--- src/rtl/icsd_cmd_regs.vh ---
// Operation
// - Writing one in bits 31..1 deactivates channel
// - Zero bits and bit 0 change nothing
// - Any write to end-of-service signals service done
// - Debug bit 0: pending register read clears it
// - Debug bit 1: pending write performs stacking
`ifndef ICSD_CMD_REGS_VH
`define ICSD_CMD_REGS_VH
`define ICSD_ADDR_CLEAR 32'hFFF8_212C
`define ICSD_ADDR_EOS 32'hFFF8_2130
`define ICSD_ADDR_DEBUG 32'hFFF8_2200
`define ICSD_ADDR_PENDING 32'hFFF8_2108
`define ICSD_DEBUG_BIT 0
`define ICSD_DEBUG_RESET 1'b0
`define ICSD_CLEAR_MASK 32'hFFFF_FFFE
`define ICSD_ZERO 32'h0000_0000
`endif

--- src/rtl/icsd_cmd.v ---
// Decided for this implementation: the APB interface to the registers.
`timescale 1ns/1ps
`include "icsd_cmd_regs.vh"
module icsd_cmd #(
    parameter DATA_WIDTH = 32
) (
    // Clock and reset
    input wire ref_clk,
    input wire resetn,
    // APB slave
    input wire psel,
    input wire penable,
    input wire pwrite,
    input wire [31:0] paddr,
    input wire [DATA_WIDTH-1:0] pwdata,
    output wire pready,
    output wire [DATA_WIDTH-1:0] prdata,
    output wire pslverr,
    // Pending register contents from the core
    input wire [DATA_WIDTH-1:0] pendingValue,
    // Commands to the interrupt core
    output wire [DATA_WIDTH-1:0] channelClearBits,
    output wire serviceDone,
    output wire pendingClear,
    output wire stackRequest,
    output wire debugMode
);

    localparam [DATA_WIDTH-1:0] ZERO_WORD = {DATA_WIDTH{1'b0}};

    // Access handshake state
    reg ackPending_q;
    reg ackPending_d;

    // Debug mode bit
    reg debugMode_q;
    reg debugMode_d;

    // Command pulses
    reg [DATA_WIDTH-1:0] channelClear_q;
    reg [DATA_WIDTH-1:0] channelClear_d;
    reg serviceDone_q;
    reg serviceDone_d;
    reg pendingClear_q;
    reg pendingClear_d;
    reg stackRequest_q;
    reg stackRequest_d;

    // Read data
    reg [DATA_WIDTH-1:0] readData_q;
    reg [DATA_WIDTH-1:0] readData_d;

    // Bus qualifiers
    wire access;
    wire firstAccess;
    wire wrDone;
    wire rdDone;

    // Address hits
    wire hitClear;
    wire hitEos;
    wire hitDebug;
    wire hitPending;

    // Exact word match; partial decoding would alias the commands elsewhere
    function addrHit;
        input [31:0] addr;
        input [31:0] target;
        begin
            addrHit = (addr == target);
        end
    endfunction

    // Bit 0 never names a channel
    function [DATA_WIDTH-1:0] clearMask;
        input [DATA_WIDTH-1:0] data;
        begin
            clearMask = data;
            clearMask[0] = 1'b0;
        end
    endfunction

    // Only the pending register reads back; every command register reads zero
    function [DATA_WIDTH-1:0] readSelect;
        input isRead;
        input isPending;
        input [DATA_WIDTH-1:0] pendValue;
        begin
            if (isRead && isPending) begin
                readSelect = pendValue;
            end else begin
                readSelect = ZERO_WORD;
            end
        end
    endfunction

    assign hitClear = addrHit(paddr, `ICSD_ADDR_CLEAR);
    assign hitEos = addrHit(paddr, `ICSD_ADDR_EOS);
    assign hitDebug = addrHit(paddr, `ICSD_ADDR_DEBUG);
    assign hitPending = addrHit(paddr, `ICSD_ADDR_PENDING);

    // One wait state lets registered read data stand at the completing edge
    assign access = psel & penable;
    assign firstAccess = access & ~ackPending_q;
    assign pready = access & ackPending_q;
    assign pslverr = 1'b0;
    assign wrDone = pready & pwrite;
    assign rdDone = pready & ~pwrite;

    assign prdata = readData_q;
    assign channelClearBits = channelClear_q;
    assign serviceDone = serviceDone_q;
    assign pendingClear = pendingClear_q;
    assign stackRequest = stackRequest_q;
    assign debugMode = debugMode_q;

    always @* begin
        ackPending_d = firstAccess;
    end

    always @(posedge ref_clk) begin
        if (!resetn) begin
            ackPending_q <= 1'b0;
        end else begin
            ackPending_q <= ackPending_d;
        end
    end

    always @* begin
        debugMode_d = debugMode_q;
        if (wrDone && hitDebug) begin
            debugMode_d = pwdata[`ICSD_DEBUG_BIT];
        end
    end

    always @(posedge ref_clk) begin
        if (!resetn) begin
            debugMode_q <= `ICSD_DEBUG_RESET;
        end else begin
            debugMode_q <= debugMode_d;
        end
    end

    always @* begin
        channelClear_d = ZERO_WORD;
        if (wrDone && hitClear) begin
            channelClear_d = clearMask(pwdata);
        end
    end

    always @(posedge ref_clk) begin
        if (!resetn) begin
            channelClear_q <= ZERO_WORD;
        end else begin
            channelClear_q <= channelClear_d;
        end
    end

    // The data word is ignored: any write ends the service
    always @* begin
        serviceDone_d = 1'b0;
        if (wrDone && hitEos) begin
            serviceDone_d = 1'b1;
        end
    end

    always @(posedge ref_clk) begin
        if (!resetn) begin
            serviceDone_q <= 1'b0;
        end else begin
            serviceDone_q <= serviceDone_d;
        end
    end

    // Clearing follows the completed read, so the bus sees the old contents
    always @* begin
        pendingClear_d = 1'b0;
        if (rdDone && hitPending) begin
            pendingClear_d = ~debugMode_q;
        end
    end

    always @(posedge ref_clk) begin
        if (!resetn) begin
            pendingClear_q <= 1'b0;
        end else begin
            pendingClear_q <= pendingClear_d;
        end
    end

    // In normal mode a write here does nothing
    always @* begin
        stackRequest_d = 1'b0;
        if (wrDone && hitPending) begin
            stackRequest_d = debugMode_q;
        end
    end

    always @(posedge ref_clk) begin
        if (!resetn) begin
            stackRequest_q <= 1'b0;
        end else begin
            stackRequest_q <= stackRequest_d;
        end
    end

    // Loaded in the wait cycle and held through the completing edge
    always @* begin
        readData_d = readData_q;
        if (firstAccess) begin
            readData_d = readSelect(~pwrite, hitPending, pendingValue);
        end
    end

    always @(posedge ref_clk) begin
        if (!resetn) begin
            readData_q <= ZERO_WORD;
        end else begin
            readData_q <= readData_d;
        end
    end

endmodule // icsd_cmd

--- config.mk ---
export PLATFORM = sky130hd
export DESIGN_NAME = icsd_cmd
export DESIGN_NICKNAME = d
export VERILOG_FILES = /design/src/rtl/icsd_cmd.v
export VERILOG_INCLUDE_DIRS = /design/src /design/src/rtl
export SDC_FILE = /design/constraint.sdc
export NUM_CORES = 1
export LEC_CHECK = 0
export ABC_AREA = 1
export BUFFER_PORTS_ARGS = -buffer_cell sky130_fd_sc_hd__buf_2
export CAP_MARGIN = 40
export CELL_PAD_IN_SITES_DETAIL_PLACEMENT = 0
export CELL_PAD_IN_SITES_GLOBAL_PLACEMENT = 2
export CORE_UTILIZATION = 21
export DETAILED_ROUTE_END_ITERATION = 10
export GPL_ROUTABILITY_DRIVEN = 0
export HOLD_SLACK_MARGIN = 0.06
export PLACE_DENSITY_LB_ADDON = 0.1
export SLEW_MARGIN = 30
export SYNTH_ARGS = -nofsm -noshare
export SYNTH_HDL_FRONTEND = slang
export SYNTH_SLANG_ARGS = --single-unit
--- constraint.sdc ---
create_clock -name ref_clk -period 1.3 [get_ports ref_clk]
set_input_delay 0.26 -clock ref_clk [delete_from_list [all_inputs] [get_ports ref_clk]]
set_output_delay 0.26 -clock ref_clk [all_outputs]
set_load 0.01 [all_outputs]
# Word level (Yosys, flattened, before mapping)
# Cells that the tools add are included.
# totals
out_inout_bits	70
latchBits	0
word_cells	31
ff_bits	69
mem_count	0
rom_bits	0
mem_bits_rw	0
# classes
n_mux	2
add_sub_neg	0
n_eq_ne	4
div	0
n_reduce_logical	9
n_mul	0
bitwise	8
n_lt_le_gt_ge	0
n_shift	0
# ops
op	n
32-bit == test (second input constant)	4
32-bit two-way mux	1
1-bit logical AND	6
2-bit AND reduction	3
1-bit bitwise AND	5
1-bit inverter	3
1-bit two-way mux	1

# Longest topological paths before layout
# Gate-level depths: netlist of the first run.
# depth
word_depth	5
depth_mapped	8
ltp_nobuf	8

# Worst setup path before layout of the first run
# OpenSTA, ideal clock, no wires.
# synth_path
path_type	register to register
from	register ackPending_q
to	register channelClear_q[10], in the netlist channelClearBits[10]
stages_incl_launch_ff	8
period_less_slack_ns	1.166
path_buffers	1
required_ns	1.236
path_slack_ns	0.134
t_arrival_ns	1.102
path_cell_list	dfxtp_1 > nand3_1 > nor2_2 > inv_1 > nor2_2 > nand3_2 > buf_6 > nor2_1
# synth_between
elab_chain_len	4
# synth_lines
element	line_no	source
start, declared	icsd_cmd.v:32	reg ackPending_q;
start signal, assigned	icsd_cmd.v:125	ackPending_q <= ackPending_d;
1-bit bitwise AND	icsd_cmd.v:105	assign pready = access & ackPending_q;
1-bit bitwise AND	icsd_cmd.v:107	assign wrDone = pready & pwrite;
1-bit logical AND	icsd_cmd.v:146	if (wrDone && hitClear) begin
2-bit AND reduction (no line)	n/a	
end signal, assigned	icsd_cmd.v:155	channelClear_q <= channelClear_d;
end, declared	icsd_cmd.v:40	reg [DATA_WIDTH-1:0] channelClear_q;
# No other way between the ends.
# A chain may end at the register's enable or synchronous reset.

# Worst setup path in the final report of the first run
# layout_path
from	register ackPending_q
to	register channelClear_q[7], in the netlist channelClearBits[7]
# The elaborated chain is that of the path after synthesis.

==> flow_summary.json, run 1 <==
{
  "critPathSlowestCell": "dfxtp_2",
  "cts_made_buffers": 9,
  "synth_fa_ha_area_share_pct": 0,
  "end_kind": "flop",
  "required_ps": 1570,
  "stdcell_count": 684,
  "yosys.area_share.xor_xnor_pct": 0,
  "syn_inst": 334,
  "die_x_um": 114,
  "ys_seq_area_share_pct": 51.7,
  "design_area_um2": 4140,
  "wl_per_cell_um": 13.1,
  "htree_levels": 3,
  "clockBufferDepth": 2,
  "start_util_pct": 21.7,
  "track_usage_pct": 13.0,
  "synthDominantCellAreaShare_pct": 51.7,
  "synth_top_family_by_area": "simple AND/OR/NAND/NOR gates",
  "critPathKind": "flop to flop",
  "path_cells": "nand3_2 -> nor2_2 -> inv_2 -> nor2_4 -> nand3_4 -> clkbuf_16 -> nor2_1",
  "syn_to_final_growth_pct": 57.3,
  "drive_gt1_share_pct": 42.1,
  "synth.avg_cell_area_um2": 7.88,
  "setup_viol": 0,
  "wl_mm": 8.98,
  "maxCapViolations": 0,
  "grt_pass1_wl_mm": 12.7,
  "pin_count": 171,
  "num_vias": 2783,
  "antenna_found_initial": 0,
  "worst_slack_ps": 70.5,
  "path_clk_slew_ps": 50,
  "synth_compound_area_share_pct": 12.2,
  "synthMuxAreaShare_pct": 0,
  "synth_area_leaders": "dfxtp_1, nand4_1, inv_1",
  "coreArea_um2": 12100,
  "period_share_pct": 94.6,
  "outcome": "complete, no violations",
  "cts_hold_buf": 0,
  "die_h_um": 114,
  "leakage_nw": 2.13,
  "drt_iter0_markers": 133,
  "fmaxAchievable_ghz": 0.813,
  "via_per_inst": 4.07,
  "cts_tree": "done",
  "crit_fanout": 8,
  "yosys_warnings": 0,
  "dp_hpwl_mm": 5.83,
  "fin_nets": 612,
  "postPlaceCellArea_um2": 3750,
  "cp.arrival_ps": 1500,
  "root_buffer": "clkbuf_16",
  "power_density_nw_per_um2": 1170,
  "preCtsSetupSlack_ps": -107,
  "final_antenna_net_count": 0,
  "reg2regPathDepth": 7,
  "num_antenna_cells": 0,
  "max_stage_delay_ps": 330,
  "min_period_ps": 1230,
  "hold_class": "primary input to flop",
  "syn_area_um2": 2630,
  "rows": 40,
  "drc_errors": 0,
  "synth_simple_gate_area_share_pct": 22.7,
  "synth_top_area_cell": "dfxtp_1",
  "ir_drop_uv": 719,
  "ys_types": 22,
  "first_pass_iters": 4,
  "clock-sinks": 68,
  "gr-total-overflow": 0,
  "clock_skew_ps": 7.20,
  "dp_cells": 662,
  "io_buffers": 168,
  "rsz0062_at_grt": "true",
  "crit_path_start_kind": "flop",
  "nFillCells": 1352,
  "grt_max_degree": 61,
  "grt_pass1_vias": 2598,
  "synth-seq-cells": 68,
  "whs_path_depth": 3,
  "slew_violations": 0,
  "die_area_um2": 13000,
  "final_hold_viol_count": 0,
  "worst_skew_pair.late_latency_ps": 330
}
[where the power goes]
part | internal [W] | switching (W)
registers | 0.00215 | 0.0000251
logic | 0.000225 | 0.000244
clock network | 0.00134 | 0.000865
total | 0.00371 | 0.00113
[layout make-up]
cell class              count  area, um^2  share of cell area [%]
inverters                  55         206                    4.99
multi-input cells         188         955                    23.1
clock buffers              14         254                    6.13
clock inverters             2        10.0                   0.242
well taps                 168         210                    5.08
flip-flops and latches     68        1360                    32.9
repair buffers            189        1140                    27.6
[cells in the final DEF, fill, tap and decap left out, drive strengths merged]
cell type | netlist | final
nand2 | 27 | 27
clkbuf | 11 | 17
nand4 | 35 | 35
nor3b | 1 | 1
clkinv | 0 | 2
and2 | 1 | 1
conb | 1 | 2
buf | 13 | 186
inv | 55 | 55
o21ai | 32 | 32
nand3 | 6 | 6
dfxtp | 68 | 68
nor2 | 50 | 50
nor3 | 2 | 2
a21oi | 32 | 32
[synth_stat cells]
library cell and count:
a21oi_1 32, and2_1 1, buf_1 1, buf_2 1, buf_4 8, buf_6 3
clkbuf_1 11, conb_1 1, dfxtp_1 68, inv_1 54, inv_2 1, nand2_1 26
nand2_2 1, nand3_1 5, nand3_2 1, nand4_1 35, nor2_1 43, nor2_2 5
nor2_4 2, nor3_1 2, nor3b_1 1, o21ai_0 32
[flip-flops by register name, indices dropped and copies added (netlist names)]
name / flops
stackRequest: 1
channelClearBits: 31
serviceDone: 1
ackPending_q: 1
prdata: 32
debugMode: 1
pendingClear: 1
[timing repair]
item / 4_1_cts / 5_1_grt
buffers inserted: 0 / 2
hold endpoints to repair: 0 / 0
gates resized for setup: 0 / 8
endpoints found under the setup margin: 0 / 36
[logic make-up after synthesis]
family / count (synthesis)
buffers and inverters: 79
AO/OA/AOI/OAI: 64
flip-flops: 68
AND/OR/NAND/NOR: 122
other: 1
[metrics by stage]
step | hold slack [ps] | power, W | TNS, ps | util [%]
6_report | 134 | 0.00484 | 0 | 34.2
3_3_place_gp | 473 | 0.00267 | -2840 | 31.0
4_1_cts | 116 | 0.00492 | 0 | 33.1
3_5_place_dp | 478 | 0.00267 | -4160 | 31.0
2_1_floorplan | 372 | 0.00240 | 0 | -
5_1_grt | 117 | 0.00510 | -82.4 | 34.2
[worst paths after layout]
check,start,endpoint,slack [ps]
max,ackPending_q$_SDFF_PN0_,channelClearBits[7]$_SDFF_PN0_,70
min,pwdata[27],channelClearBits[27]$_SDFF_PN0_,130
max reg2reg,ackPending_q$_SDFF_PN0_,channelClearBits[7]$_SDFF_PN0_,70
min reg2reg,debugMode$_SDFFE_PN0P_,stackRequest$_SDFF_PN0_,490
[worst max-delay path, delay by kind of cell, from the launching register on]
| family | cells | cell delay, ps |
|---|---|---|
| buffers and inverters | 2 | 280 |
| DFF | 1 | 330 |
| and+or+nand+nor | 5 | 560 |
[per-layer routing]
metal	vias up	part of all wire, %	track usage [%]	routed length [um]
li1	1428	-	-	-
met2	119	46	20.3	4170
met3	7	9.2	6.91	825
met4	0	0.76	4.68	68
met5	-	0	0	0
met1	1229	44	15.2	3920
Note: power is estimated with default switching activity, not from simulation.
==> run 2, diff against run 1 <==
--- a/config.mk
+++ b/config.mk
@@ -12,4 +12,5 @@
 export CELL_PAD_IN_SITES_DETAIL_PLACEMENT = 0
 export CELL_PAD_IN_SITES_GLOBAL_PLACEMENT = 2
+export CORE_ASPECT_RATIO = 0.8
 export CORE_UTILIZATION = 21
 export DETAILED_ROUTE_END_ITERATION = 10
==> constraint.sdc (replaced) <==
create_clock -name ref_clk -period 1.3 [get_ports ref_clk]
set_input_delay 0.26 -clock ref_clk [delete_from_list [all_inputs] [get_ports ref_clk]]
set_output_delay 0.26 -clock ref_clk [all_outputs]
set_load 0.005 [all_outputs]
==> run 2 against run 1 <==
Wire length down 8.9%. First-iteration DRC count down 26%. Sequential share of layout area up 0.25 points. Critical endpoint is now channelClearBits[13]$_SDFF_PN0_. Clock-buffer cell count down 3. Sequential power about the same. Highest routed layer unchanged. Sequential cell count unchanged. Non-clock buffer count down 1.
==> flow_summary.json, run 2 (synthesized netlist as in run 1, its figures left out) <==
{
  "outcome": "complete, no violations",
  "fmaxAchievable_ghz": 0.832,
  "layout_commonest_cell": "buf_2",
  "wl_per_cell_um": 11.9,
  "drt_iter0_markers": 99,
  "nFillCells": 1343,
  "grt_pass1_vias": 2323,
  "crit_path_start_kind": "flop",
  "required_ps": 1570,
  "wl_mm": 8.18,
  "slew_violations": 0,
  "gr-total-overflow": 0,
  "maxCapViolations": 0,
  "crit_fanout": 8,
  "final_cell_mix": "buf_2, dfxtp_1, inv_1",
  "period_share_pct": 92.4,
  "track_usage_pct": 12.3,
  "num_vias": 2715,
  "final_hold_viol_count": 0,
  "syn_to_final_growth_pct": 56.1,
  "sequentialPowerShare_pct": 45.3,
  "path_clk_slew_ps": 50,
  "cts_hold_buf": 0,
  "drc_errors": 0,
  "start_util_pct": 21.6,
  "cts_made_buffers": 9,
  "num_antenna_cells": 0,
  "cts_tree": "done",
  "antenna_found_initial": 0,
  "via_per_inst": 3.96,
  "fin_total_pwr_w": 0.00480,
  "clock_skew_ps": 8.59,
  "fin_nets": 611,
  "largest_reg_flops": 32,
  "hold_class": "primary input to flop",
  "rows": 36,
  "io_buffers": 168,
  "comb_power_share_pct": 8.8,
  "setup_viol": 0,
  "pin_count": 171,
  "die_area_um2": 13000,
  "drive_gt1_share_pct": 41.8,
  "grt_max_degree": 37,
  "coreArea_um2": 12200,
  "power_density_nw_per_um2": 1170,
  "final_antenna_net_count": 0,
  "critPathKind": "flop to flop",
  "grt_pass1_wl_mm": 12.0,
  "clock-sinks": 68,
  "preCtsSetupSlack_ps": -88.6,
  "dp_hpwl_mm": 5.64,
  "min_period_ps": 1200,
  "leakage_nw": 2.12,
  "end_kind": "flop",
  "reg2reg_setup_slack_ps": 100,
  "ir_drop_uv": 563,
  "die_x_um": 127,
  "clockBufferDepth": 2,
  "clkPwrFrac_pct": 45.9,
  "worst_slack_ps": 98.2,
  "root_buffer": "clkbuf_16",
  "p_int_w": 0.00369,
  "worst_skew_pair.late_latency_ps": 330,
  "die_h_um": 102,
  "rsz0062_at_grt": "false",
  "cp.arrival_ps": 1470,
  "power.switching_w": 0.00111,
  "swShare_pct": 23.2,
  "first_pass_iters": 4,
  "htree_levels": 3
}
==> run 2: cell count changes in the layout (fill, tap and decap cells not counted), sizes merged <==
| cell | previous run | this run |
|---|---|---|
| clkbuf | 17 | 13 |
| clkinv | 2 | 3 |
| clkinvlp | 0 | 1 |
==> run 2: metal layers <==
| layer | vias up | track usage (%) | routed length [um] |
|---|---|---|---|
| met2 | 94 | 18.2 | 3540 |
| met5 | - | 0 | 0 |
| li1 | 1428 | - | - |
| met3 | 10 | 5.18 | 600 |
| met1 | 1183 | 15.8 | 3950 |
| met4 | 0 | 4.67 | 88 |
==> run 2: worst max-delay path: stages (launching register included) <==
cell and delay [ps]:
dfxtp_2 330, nand3_2 90, nor2_4 130, inv_2 60, nor2_4 100, nand3_4 150, clkbuf_16 210, nor2_1 80
==> run 2: power by group through the flow <==
| stage | sequential [W] | clock, W | combinational, W |
|---|---|---|---|
| floorplan | 0.00222 | 0 | 0.000157 |
| global placement | 0.00222 | 0 | 0.000426 |
| detailed placement | 0.00222 | 0 | 0.000426 |
| CTS | 0.00217 | 0.00230 | 0.000429 |
| global route | 0.00218 | 0.00241 | 0.000482 |
| finish | 0.00218 | 0.00220 | 0.000423 |
==> run 2: timing repair <==
action / CTS / global route
hold endpoints to repair: 0 / 0
buffers inserted: 0 / 1
gates resized for setup: 0 / 6
endpoints found under the setup margin: 0 / 31
==> run 2: cell type report <==
| class | count | area, um^2 | area share, % |
|---|---|---|---|
| Clock inverter | 4 | 26.3 | 0.639 |
| Timing Repair Buffer | 188 | 1100 | 26.9 |
| Inverter | 55 | 206 | 5.02 |
| Clock buffer | 11 | 243 | 5.91 |
| Sequential cell | 68 | 1360 | 33.2 |
| Multi-Input combinational cell | 188 | 952 | 23.2 |
| Tap cell | 171 | 214 | 5.21 |
==> run 2: metrics by stage <==
stage | setup TNS (ps) | util (%) | instances | instance area (um^2) | hold slack, ps
6_report | 0 | 33.7 | 685 | 4110 | 141
3_5_place_dp | -3670 | 30.7 | 666 | 3750 | 479
4_1_cts | 0 | 32.9 | 681 | 4020 | 128
2_1_floorplan | 0 | - | 335 | 2640 | 372
5_1_grt | 0 | 33.7 | 685 | 4110 | 130
3_3_place_gp | -3400 | 30.7 | 666 | 3750 | 473
==> run 2: worst paths after layout <==
path                      startpoint  cells after the start                              end
max reg2reg  ackPending_q$_SDFF_PN0_                      7  channelClearBits[13]$_SDFF_PN0_
max          ackPending_q$_SDFF_PN0_                      7  channelClearBits[13]$_SDFF_PN0_
min                       pwdata[25]                      3  channelClearBits[25]$_SDFF_PN0_
min reg2reg   debugMode$_SDFFE_PN0P_                      2          stackRequest$_SDFF_PN0_
